--- config.mk ---
export PLATFORM = sky130hd
export DESIGN_NAME = dscg_gate_ctrl
export DESIGN_NICKNAME = d
export VERILOG_FILES = /design/src/dscg_pkg.sv /design/src/dscg_gate_ctrl.sv /design/src/dscg_unit_sel.sv
export SDC_FILE = /design/constraint.sdc
export NUM_CORES = 1
export LEC_CHECK = 0
export BUFFER_PORTS_ARGS = -buffer_cell sky130_fd_sc_hd__buf_2
export CELL_PAD_IN_SITES_DETAIL_PLACEMENT = 1
export CELL_PAD_IN_SITES_GLOBAL_PLACEMENT = 1
export CORE_MARGIN = 2
export CORE_UTILIZATION = 41
export CTS_CLUSTER_SIZE = 40
export DETAILED_ROUTE_END_ITERATION = 12
export GPL_ROUTABILITY_DRIVEN = 0
export HOLD_SLACK_MARGIN = 0.05
export PLACE_DENSITY_LB_ADDON = 0.12
export SYNTH_ARGS = -nofsm -noshare
export SYNTH_HDL_FRONTEND = slang
export SYNTH_SLANG_ARGS = --single-unit
export TNS_END_PERCENT = 20
--- constraint.sdc ---
create_clock -name ref_clk -period 6.1 [get_ports ref_clk]
set_input_delay 0.61 -clock ref_clk [delete_from_list [all_inputs] [get_ports ref_clk]]
set_output_delay 0.61 -clock ref_clk [all_outputs]
set_load 0.02 [all_outputs]
--- src/dscg_pkg.sv ---
// package: register map and field layout for the unit clock gating block
`default_nettype none
package dscg_pkg;
  // ===========================================================
  // geometry
  localparam int          DSCG_AW         = 12;
  localparam int          DSCG_DW         = 32;
  localparam int          DSCG_NUNIT      = 7;
  localparam logic [31:0] DSCG_SYS_BASE   = 32'h400F_E000;
  // ===========================================================
  // register offsets
  localparam logic [11:0] DSCG_RUN_OFS    = 12'h104;
  localparam logic [11:0] DSCG_SLP_OFS    = 12'h114;
  localparam logic [11:0] DSCG_DSL_OFS    = 12'h124;
  localparam logic [11:0] DSCG_CFG_OFS    = 12'h200;
  localparam logic [11:0] DSCG_IST_OFS    = 12'h204;
  localparam logic [11:0] DSCG_IEN_OFS    = 12'h208;
  localparam logic [11:0] DSCG_ICLR_OFS   = 12'h20C;
  localparam logic [11:0] DSCG_FADDR_OFS  = 12'h210;
  // ===========================================================
  // field positions of the gate registers
  localparam int DSCG_COMPARATOR_ONE_GATE_BIT = 25;
  localparam int DSCG_COMPARATOR_ZERO_GATE_BIT = 24;
  localparam int DSCG_GPT2_BIT  = 18;
  localparam int DSCG_GPT1_BIT  = 17;
  localparam int DSCG_GPT0_BIT  = 16;
  localparam int DSCG_SSI_BIT   = 4;
  localparam int DSCG_ASY_BIT   = 0;
  localparam logic [31:0] DSCG_GATE_MASK  = 32'h0307_0011;
  localparam logic [31:0] DSCG_GATE_RST   = 32'h0000_0000;
  // ===========================================================
  // config and interrupt fields
  localparam int DSCG_CFG_AUTO_BIT  = 0;
  localparam int DSCG_IRQ_FAULT_BIT = 0;
  localparam int DSCG_IRQ_WAKE_BIT  = 1;
  localparam int DSCG_NIRQ          = 2;
  localparam logic [1:0] DSCG_IRQ_RST = 2'h0;
  // ===========================================================
  // power states
  typedef enum logic [2:0] {
    DSCG_RUN   = 3'b001,
    DSCG_SLEEP = 3'b010,
    DSCG_DEEP  = 3'b100
  } dscg_pwr_type;
endpackage : dscg_pkg
`default_nettype wire

--- src/dscg_gate_ctrl.sv ---
// deep-sleep unit clock gate register and its run and sleep companions
// Notes on behaviour
// RULE_01: each implemented bit drives one unit clock enable, set is clocked.
// RULE_02: access to a unit whose clock is gated off returns a bus fault.
// RULE_03: all gate bits are zero after reset, so units start unclocked.
// RULE_04: software enables each unit's gate bit before touching that unit.
// RULE_05: three gate registers exist: run, sleep and deep-sleep.
// RULE_06: sleep and deep-sleep registers apply only with auto gating set.
// RULE_07: deep-sleep gate register sits at offset 0x124 of system control.
// RULE_08: bit 25 gates comparator one, bit 24 comparator zero, read-write.
// RULE_09: bits 18, 17, 16 gate counters two, one, zero, read-write.
// RULE_10: bit 4 gates sync serial zero, read-write.
// RULE_11: bit 0 gates async serial zero, read-write.
// RULE_12: reserved bits are read-only and read as zero.
// RULE_13: deep-sleep with auto gating selects this register, sleep with auto gating the sleep one, else run one.
//
// The implementer's own choice: strobed register access.
`default_nettype none
module dscg_gate_ctrl
  import dscg_pkg::*;
#(
  parameter int NUNIT = DSCG_NUNIT
) (
  // clock and reset
  input  wire logic                ref_clk,
  input  wire logic                rst_n,
  // register port
  input  wire logic [DSCG_AW-1:0]  reg_addr,
  input  wire logic [DSCG_DW-1:0]  reg_wdata,
  input  wire logic                reg_wr,
  input  wire logic                reg_rd,
  output logic      [DSCG_DW-1:0]  reg_rdata,
  // power state from the power manager
  input  wire logic                sleep_req,
  input  wire logic                deep_req,
  // unit bus access strobes
  input  wire logic [NUNIT-1:0]    unit_access,
  output logic                     unit_fault,
  // unit clock enables
  output logic      [NUNIT-1:0]    unit_clk_en,
  // interrupt
  output logic                     irq
);
  import dscg_pkg::*;

  // ===========================================================
  // helpers
  function automatic logic [NUNIT-1:0] pack_gates(input logic [31:0] w);
    pack_gates = {w[DSCG_COMPARATOR_ONE_GATE_BIT], w[DSCG_COMPARATOR_ZERO_GATE_BIT], // RULE_08
                  w[DSCG_GPT2_BIT], w[DSCG_GPT1_BIT],
                  w[DSCG_GPT0_BIT], // RULE_09
                  w[DSCG_SSI_BIT], // RULE_10
                  w[DSCG_ASY_BIT]}; // RULE_11
  endfunction : pack_gates

  function automatic logic hit(input logic [DSCG_AW-1:0] a,
                               input logic [11:0] ofs);
    hit = (a == ofs);
  endfunction : hit

  // ===========================================================
  // registers
  logic [31:0]          run_unit_clock_gate_one_r;
  logic [31:0]          sleep_unit_clock_gate_one_r;
  logic [31:0]          deep_sleep_unit_clock_gate_one_r;
  logic                 auto_gating_select_r;
  logic [DSCG_NIRQ-1:0] irq_stat_r;
  logic [DSCG_NIRQ-1:0] irq_en_r;
  logic [NUNIT-1:0]     fault_unit_r;
  dscg_pwr_type         pwr_r;
  dscg_pwr_type         pwr_nxt;
  logic [NUNIT-1:0]     gate_sel;
  logic                 fault_now;
  logic [DSCG_NIRQ-1:0] irq_set;
  logic [DSCG_NIRQ-1:0] irq_clr;

  // ===========================================================
  // gate registers
  always_ff @(posedge ref_clk or negedge rst_n) begin
    if (!rst_n) begin
      run_unit_clock_gate_one_r <= DSCG_GATE_RST; // RULE_03
    end else if (reg_wr && hit(reg_addr, DSCG_RUN_OFS)) begin // RULE_05
      run_unit_clock_gate_one_r <= reg_wdata & DSCG_GATE_MASK; // RULE_12
    end
  end

  always_ff @(posedge ref_clk or negedge rst_n) begin
    if (!rst_n) begin
      sleep_unit_clock_gate_one_r <= DSCG_GATE_RST; // RULE_03
    end else if (reg_wr && hit(reg_addr, DSCG_SLP_OFS)) begin // RULE_05
      sleep_unit_clock_gate_one_r <= reg_wdata & DSCG_GATE_MASK; // RULE_12
    end
  end

  always_ff @(posedge ref_clk or negedge rst_n) begin
    if (!rst_n) begin
      deep_sleep_unit_clock_gate_one_r <= DSCG_GATE_RST; // RULE_03
    end else if (reg_wr && hit(reg_addr, DSCG_DSL_OFS)) begin // RULE_07
      // reserved bits are dropped on write
      deep_sleep_unit_clock_gate_one_r <=
        reg_wdata & DSCG_GATE_MASK; // RULE_12
    end
  end

  always_ff @(posedge ref_clk or negedge rst_n) begin
    if (!rst_n) begin
      auto_gating_select_r <= 1'b0;
    end else if (reg_wr && hit(reg_addr, DSCG_CFG_OFS)) begin
      auto_gating_select_r <= reg_wdata[DSCG_CFG_AUTO_BIT];
    end
  end

  // ===========================================================
  // power state machine
  always_comb begin
    pwr_nxt = DSCG_RUN;
    if (deep_req) begin
      pwr_nxt = DSCG_DEEP;
    end else if (sleep_req) begin
      pwr_nxt = DSCG_SLEEP;
    end
  end

  always_ff @(posedge ref_clk or negedge rst_n) begin
    if (!rst_n) begin
      pwr_r <= DSCG_RUN;
    end else begin
      pwr_r <= pwr_nxt;
    end
  end

  // ===========================================================
  // gate select and fault check
  dscg_unit_sel #(
    .NUNIT              (NUNIT)
  ) u_sel (
    .pwr_state          (pwr_r),
    .auto_gating_select (auto_gating_select_r), // RULE_06
    .run_gate           (pack_gates(run_unit_clock_gate_one_r)),
    .sleep_gate         (pack_gates(sleep_unit_clock_gate_one_r)),
    .deep_gate          (pack_gates(deep_sleep_unit_clock_gate_one_r)),
    .unit_access        (unit_access),
    .gate_sel           (gate_sel),
    .fault              (fault_now)
  );

  always_ff @(posedge ref_clk or negedge rst_n) begin
    if (!rst_n) begin
      unit_clk_en <= '0;
    end else begin
      unit_clk_en <= gate_sel; // RULE_01
    end
  end

  always_ff @(posedge ref_clk or negedge rst_n) begin
    if (!rst_n) begin
      unit_fault   <= 1'b0;
      fault_unit_r <= '0;
    end else begin
      unit_fault <= fault_now; // RULE_02
      if (fault_now) begin
        fault_unit_r <= unit_access & ~gate_sel;
      end
    end
  end

  // ===========================================================
  // interrupts: fault event and wake from deep-sleep
  assign irq_set[DSCG_IRQ_FAULT_BIT] = fault_now;
  assign irq_set[DSCG_IRQ_WAKE_BIT]  = (pwr_r == DSCG_DEEP) &&
                                       (pwr_nxt != DSCG_DEEP);
  assign irq_clr = (reg_wr && hit(reg_addr, DSCG_ICLR_OFS)) ?
                   reg_wdata[DSCG_NIRQ-1:0] : '0;

  always_ff @(posedge ref_clk or negedge rst_n) begin
    if (!rst_n) begin
      irq_stat_r <= DSCG_IRQ_RST;
    end else begin
      // set wins over a clear in the same cycle
      irq_stat_r <= (irq_stat_r & ~irq_clr) | irq_set;
    end
  end

  always_ff @(posedge ref_clk or negedge rst_n) begin
    if (!rst_n) begin
      irq_en_r <= DSCG_IRQ_RST;
    end else if (reg_wr && hit(reg_addr, DSCG_IEN_OFS)) begin
      irq_en_r <= reg_wdata[DSCG_NIRQ-1:0];
    end
  end

  always_ff @(posedge ref_clk or negedge rst_n) begin
    if (!rst_n) begin
      irq <= 1'b0;
    end else begin
      irq <= |(((irq_stat_r & ~irq_clr) | irq_set) & irq_en_r);
    end
  end

  // ===========================================================
  // read data
  always_ff @(posedge ref_clk or negedge rst_n) begin
    if (!rst_n) begin
      reg_rdata <= '0;
    end else if (reg_rd) begin
      unique case (reg_addr)
        DSCG_RUN_OFS:   reg_rdata <= run_unit_clock_gate_one_r;
        DSCG_SLP_OFS:   reg_rdata <= sleep_unit_clock_gate_one_r;
        DSCG_DSL_OFS: begin // RULE_12
          reg_rdata <= deep_sleep_unit_clock_gate_one_r;
        end
        DSCG_CFG_OFS:   reg_rdata <= {31'h0, auto_gating_select_r};
        DSCG_IST_OFS:   reg_rdata <= {30'h0, irq_stat_r};
        DSCG_IEN_OFS:   reg_rdata <= {30'h0, irq_en_r};
        DSCG_FADDR_OFS: reg_rdata <= {25'h0, fault_unit_r};
        default:        reg_rdata <= '0;
      endcase
    end else begin
      reg_rdata <= '0;
    end
  end

  // ===========================================================
  // checks
  gate_reset_a: assert property (@(posedge ref_clk) // RULE_03
    $rose(rst_n) |-> deep_sleep_unit_clock_gate_one_r == 32'h0)
    else $error("gate register not clear after reset");

  reserved_zero_a: assert property (@(posedge ref_clk) disable iff (!rst_n)
    (deep_sleep_unit_clock_gate_one_r & ~DSCG_GATE_MASK) == 32'h0) // RULE_12
    else $error("reserved gate bit set");

  deep_write_a: assert property (@(posedge ref_clk) disable iff (!rst_n)
    reg_wr && reg_addr == 12'h124 |=> // RULE_07
    deep_sleep_unit_clock_gate_one_r == ($past(reg_wdata) & 32'h0307_0011))
    else $error("deep gate write not stored");

  deep_select_a: assert property (@(posedge ref_clk) disable iff (!rst_n)
    auto_gating_select_r && pwr_r == DSCG_DEEP |=> // RULE_13
    unit_clk_en == $past(pack_gates(deep_sleep_unit_clock_gate_one_r)))
    else $error("deep-sleep gate not applied");

  run_select_a: assert property (@(posedge ref_clk) disable iff (!rst_n)
    !auto_gating_select_r |=> // RULE_06
    unit_clk_en == $past(pack_gates(run_unit_clock_gate_one_r)))
    else $error("run gate not applied without auto gating");

  comp_bit_a: assert property (@(posedge ref_clk) disable iff (!rst_n)
    auto_gating_select_r && pwr_r == DSCG_DEEP |=> // RULE_08
    unit_clk_en[6:5] == $past(deep_sleep_unit_clock_gate_one_r[25:24]))
    else $error("comparator gates misplaced");

  counter_bit_a: assert property (@(posedge ref_clk) disable iff (!rst_n)
    auto_gating_select_r && pwr_r == DSCG_DEEP |=> // RULE_09
    unit_clk_en[4:2] == $past(deep_sleep_unit_clock_gate_one_r[18:16]))
    else $error("counter gates misplaced");

  serial_bit_a: assert property (@(posedge ref_clk) disable iff (!rst_n)
    auto_gating_select_r && pwr_r == DSCG_DEEP |=> // RULE_10
    unit_clk_en[1:0] == {$past(deep_sleep_unit_clock_gate_one_r[4]),
                         $past(deep_sleep_unit_clock_gate_one_r[0])}) // RULE_11
    else $error("serial gates misplaced");

  unit_fault_a: assert property (@(posedge ref_clk) disable iff (!rst_n)
    |(unit_access & ~gate_sel) |=> unit_fault) // RULE_02
    else $error("access to gated unit not faulted");

  fault_sticky_a: assert property (@(posedge ref_clk) disable iff (!rst_n)
    unit_fault |-> irq_stat_r[DSCG_IRQ_FAULT_BIT]) // RULE_02
    else $error("fault event not recorded");

  // ===========================================================
  // checks: read port, interrupts, power state
  rdata_idle_a: assert property (@(posedge ref_clk)
    disable iff (!rst_n) !reg_rd |=> reg_rdata == 32'h0000_0000)
    else $error("read data not zero outside a read");

  rdata_reserved_a: assert property (@(posedge ref_clk) // RULE_12
    disable iff (!rst_n) reg_rd && reg_addr == DSCG_DSL_OFS |=>
    (reg_rdata & ~DSCG_GATE_MASK) == 32'h0000_0000)
    else $error("reserved gate bit read as one");

  reserved_other_a: assert property (@(posedge ref_clk) // RULE_12
    disable iff (!rst_n) ((run_unit_clock_gate_one_r |
    sleep_unit_clock_gate_one_r) & ~DSCG_GATE_MASK) == 32'h0000_0000)
    else $error("reserved bit set in run or sleep gates");

  sleep_select_a: assert property (@(posedge ref_clk) // RULE_06
    disable iff (!rst_n) auto_gating_select_r && pwr_r == DSCG_SLEEP |=>
    unit_clk_en == $past(pack_gates(sleep_unit_clock_gate_one_r)))
    else $error("sleep gate not applied");

  auto_run_a: assert property (@(posedge ref_clk) // RULE_13
    disable iff (!rst_n) auto_gating_select_r && pwr_r == DSCG_RUN |=>
    unit_clk_en == $past(pack_gates(run_unit_clock_gate_one_r)))
    else $error("run gate not applied while running");

  gate_hold_a: assert property (@(posedge ref_clk) // RULE_07
    disable iff (!rst_n) !(reg_wr && reg_addr == DSCG_DSL_OFS) |=>
    $stable(deep_sleep_unit_clock_gate_one_r))
    else $error("deep gate changed without a write");

  no_fault_a: assert property (@(posedge ref_clk) // RULE_02
    disable iff (!rst_n) !(|(unit_access & ~gate_sel)) |=> !unit_fault)
    else $error("fault raised for a clocked unit");

  fault_unit_a: assert property (@(posedge ref_clk) // RULE_02
    disable iff (!rst_n) unit_fault |-> fault_unit_r != '0)
    else $error("faulting unit not captured");

  reset_outputs_a: assert property (@(posedge ref_clk) // RULE_03
    $rose(rst_n) |-> unit_clk_en == '0 && !unit_fault && !irq)
    else $error("outputs not clear after reset");

  irq_level_a: assert property (@(posedge ref_clk)
    disable iff (!rst_n) irq == |(irq_stat_r & $past(irq_en_r)))
    else $error("interrupt level does not follow status");

  wake_event_a: assert property (@(posedge ref_clk)
    disable iff (!rst_n) pwr_r == DSCG_DEEP && !deep_req |=>
    irq_stat_r[DSCG_IRQ_WAKE_BIT])
    else $error("wake from deep-sleep not recorded");

  fault_clear_a: assert property (@(posedge ref_clk)
    disable iff (!rst_n) reg_wr && reg_addr == DSCG_ICLR_OFS &&
    reg_wdata[DSCG_IRQ_FAULT_BIT] && !fault_now |=>
    !irq_stat_r[DSCG_IRQ_FAULT_BIT])
    else $error("fault status not cleared");

  set_wins_a: assert property (@(posedge ref_clk) // RULE_02
    disable iff (!rst_n) fault_now |=> irq_stat_r[DSCG_IRQ_FAULT_BIT])
    else $error("fault event lost to a clear");

  deep_follow_a: assert property (@(posedge ref_clk) // RULE_05
    disable iff (!rst_n) deep_req |=> pwr_r == DSCG_DEEP)
    else $error("deep-sleep request not taken");

  sleep_follow_a: assert property (@(posedge ref_clk) // RULE_05
    disable iff (!rst_n) sleep_req && !deep_req |=> pwr_r == DSCG_SLEEP)
    else $error("sleep request not taken");

  cfg_write_a: assert property (@(posedge ref_clk) // RULE_06
    disable iff (!rst_n) reg_wr && reg_addr == DSCG_CFG_OFS |=>
    auto_gating_select_r == $past(reg_wdata[DSCG_CFG_AUTO_BIT]))
    else $error("auto gating select not stored");
endmodule : dscg_gate_ctrl
`default_nettype wire

--- src/dscg_unit_sel.sv ---
// per-unit gate select and unit bus fault check
`default_nettype none
module dscg_unit_sel
  import dscg_pkg::*;
#(
  parameter int NUNIT = 7
) (
  // state
  input  wire dscg_pwr_type     pwr_state,
  input  wire logic             auto_gating_select,
  // gate sources
  input  wire logic [NUNIT-1:0] run_gate,
  input  wire logic [NUNIT-1:0] sleep_gate,
  input  wire logic [NUNIT-1:0] deep_gate,
  // unit access
  input  wire logic [NUNIT-1:0] unit_access,
  // results
  output logic      [NUNIT-1:0] gate_sel,
  output logic                  fault
);
  always_comb begin
    gate_sel = run_gate;
    if (auto_gating_select && pwr_state == DSCG_SLEEP) begin
      gate_sel = sleep_gate;
    end else if (auto_gating_select && pwr_state == DSCG_DEEP) begin
      gate_sel = deep_gate; // RULE_13
    end
  end

  assign fault = |(unit_access & ~gate_sel); // RULE_02
endmodule : dscg_unit_sel
`default_nettype wire
==> impl_metrics.json <==
{
  "antenna_cells": 0,
  "min_period_ps": 3160,
  "worstHoldPathCells": 2,
  "via_per_inst": 5.38,
  "die_h_um": 85.1,
  "fmax_mhz": 316,
  "power_frac_seq_pct": 49.8,
  "dr.pass1.iters": 4,
  "final_common_cell": "dfrtp_1",
  "critical_path.max_fanout": 17,
  "dieArea_mm2": 0.00723,
  "fin_tns_setup_ps": 0,
  "power.switching_mw": 0.191,
  "overflow": 0,
  "power_density_mw_per_mm2": 249,
  "synth_seq_cells": 57,
  "hold_start": "sleep_req",
  "m1WireLength_um": 2940,
  "place_ws_ps": 2930,
  "setup_violations": 0,
  "worstSetupEndpointType": "flip-flop",
  "worstMarginPinSlew_ps": 788,
  "post-cts-setup-buffers": 0,
  "top_layer_used": "met4",
  "cts.sinks": 57,
  "syn_area_mm2": 0.00269,
  "htreeDepth": 3,
  "insertion_delay_ps": 330,
  "hold_violations": 0,
  "clk_pin_slew_ps": 60,
  "dp_hpwl_um": 4450,
  "ir_worst_vdd_v": 0.000101,
  "wl_met2_um": 2940,
  "cts_buffers": 9,
  "min_path_type": "in -> reg",
  "ys.flop_type": "dfrtp_1",
  "p_comb_share_pct": 6.4,
  "syn_avg_cell_area_um2": 11.7,
  "synth_seq_area_share_pct": 53.0,
  "io_buffer_count": 53,
  "hold_buffers": 0,
  "syn_inst": 231,
  "io_pins": 98,
  "postRouteAntennaNets": 0,
  "grt_first_pass_wirelength_um": 10500,
  "intPower_mw": 0.585,
  "die_x_um": 85.1,
  "crit_family": "simple AND/OR/NAND/NOR gates",
  "placed_cells": 351,
  "timing.critical_path.cells": "nand4bb_1 > a31o_1 > or4_4 > a211oi_4 > o21ai_0",
  "critPathArrivalTime_ps": 3330,
  "maxSlewViolCount": 0,
  "num_vias": 1973,
  "routed-wl-met3_um": 415,
  "worst_ep_required_time_ps": 6270,
  "row_count": 29,
  "min_period_over_period_pct": 51.8,
  "async_reset_ff_share_pct": 100,
  "drc_errors": 0,
  "hold_path_end": "pwr_r[0]$_DFF_PN1_",
  "yosys_warnings": 0,
  "first_global_vias": 2073,
  "rsz0062_at_grt": "no",
  "crit_buf_inv": 0,
  "fin_skew_ps": 9.82,
  "drt_iter0_drc": 89,
  "instances_no_fill": 367,
  "tritoncts": "yes",
  "status": "complete, no violations",
  "cts_resized": 0,
  "fin_nets": 342,
  "max_slew_margin_pct": 47.2,
  "r2r_start": "pwr_r[2]$_DFF_PN0_",
  "antenna_found_initial": 0,
  "cp-startpoint": "pwr_r[2]$_DFF_PN0_",
  "initial_core_util_pct": 42.4,
  "clockBufferDepth": 2,
  "grt_use_total_pct": 19.2,
  "grt_max_degree": 58,
  "clockRootBuffer": "clkbuf_8",
  "power_mw": 0.777,
  "wl_um": 6390,
  "start_kind": "flip-flop",
  "drive_gt1_share_pct": 34.8,
  "leakage_nw": 1.64,
  "final_cell_mix": "dfrtp_1 (56), buf_2 (53), mux2_2 (25)",
  "power.share.clock_pct": 43.8,
  "core_mm2": 0.00635,
  "worst_path_max_delay_cell": "nand4bb_1",
  "r2r_end": "irq$_DFF_PN0_",
  "maxCapViolCount": 0,
  "routedWlPerCell_um": 17.4,
  "synth_edf_count": 0,
  "rr_worst_depth": 5,
  "slowest_delay_ps": 760,
  "fin_ws_ps": 2940,
  "area_delta_synth_final_pct": 15.9,
  "sw_frac_of_total_pct": 24.6,
  "ys_types": 45,
  "crit_type": "reg -> reg",
  "rrSetupSlack_ps": 2940
}
==> synthesized netlist by cell type (5+ instances only) <==
library cell,number,area (µm²)
a21oi_1,6,30.0
buf_4,20,150
nor2_1,16,60.1
mux2i_1,5,50.1
nor3b_1,5,37.5
a21o_1,5,37.5
clkbuf_1,7,26.3
a222oi_1,5,50.1
and3_1,6,37.5
mux2_2,25,282
inv_1,5,18.8
dfrtp_1,56,1400
nand2_1,12,45.0
==> metal layers <==
layer	vias up	global-route usage, %
met4	0	9.96
met3	6	3.40
met2	66	29.5
met5	-	0
li1	914	-
met1	987	26.0
==> power groups by stage <==
stage               clock (mW)  sequential [mW]  combinational, mW
CTS                      0.348            0.387             0.0505
floorplan                    0            0.393             0.0340
detailed placement           0            0.394             0.0502
global route             0.366            0.387             0.0555
global placement             0            0.394             0.0495
finish                   0.340            0.387             0.0498
==> state kept, by name (all words and copies together), names as in the netlist, 2 cells and up <==
name / count
reg_rdata: 12
fault_unit_r: 7
deep_sleep_unit_clock_gate_one_r: 7
run_unit_clock_gate_one_r: 7
irq_stat_r: 2
unit_clk_en: 7
sleep_unit_clock_gate_one_r: 7
pwr_r: 3
irq_en_r: 2
==> worst reg2reg max path: stages, from the launching register on <==
cell	delay, ps
dfrtp_1	460
nand4bb_1	760
a31o_1	510
or4_4	550
a211oi_4	520
o21ai_0	210
==> how the worst max path moves through the flow <==
stage,cells past startpoint,to,slack [ps]
global route,5,irq$_DFF_PN0_,2740
CTS,5,irq$_DFF_PN0_,2930
floorplan,7,run_unit_clock_gate_one_r[0]$_DFFE_PN0P_,3730
global placement,5,irq$_DFF_PN0_,3000
detailed placement,5,irq$_DFF_PN0_,2930
finish,5,irq$_DFF_PN0_,2940
==> stage by stage <==
| stage | hold slack (ps) | utilization (%) | instance area, µm² |
|---|---|---|---|
| 6_report | 405 | 49.2 | 3120 |
| 2_1_floorplan | 314 | - | 2770 |
| 5_1_grt | 398 | 49.2 | 3120 |
| 3_5_place_dp | 461 | 46.2 | 2940 |
| 4_1_cts | 387 | 49.2 | 3120 |
| 3_3_place_gp | 456 | 46.2 | 2940 |
==> cells by family after synthesis <==
| logic type | share of synthesized area (%) |
|---|---|
| AND/OR/NAND/NOR | 14.7 |
| multiplexers | 12.3 |
| flip-flops | 53.0 |
| other | 0.139 |
| buffers and inverters | 8.04 |
| AO/OA/AOI/OAI | 11.8 |
==> cell type report <==
type | instances | area, µm²
Clock inverter | 6 | 58.8
Clock buffer | 10 | 128
Multi-Input combinational cell | 158 | 1120
Tap cell | 77 | 96.3
Fill cell | 718 | 3230
Timing Repair Buffer | 54 | 273
Sequential cell | 57 | 1430
Inverter | 5 | 18.8
Note: power is estimated with default switching activity, not from simulation.
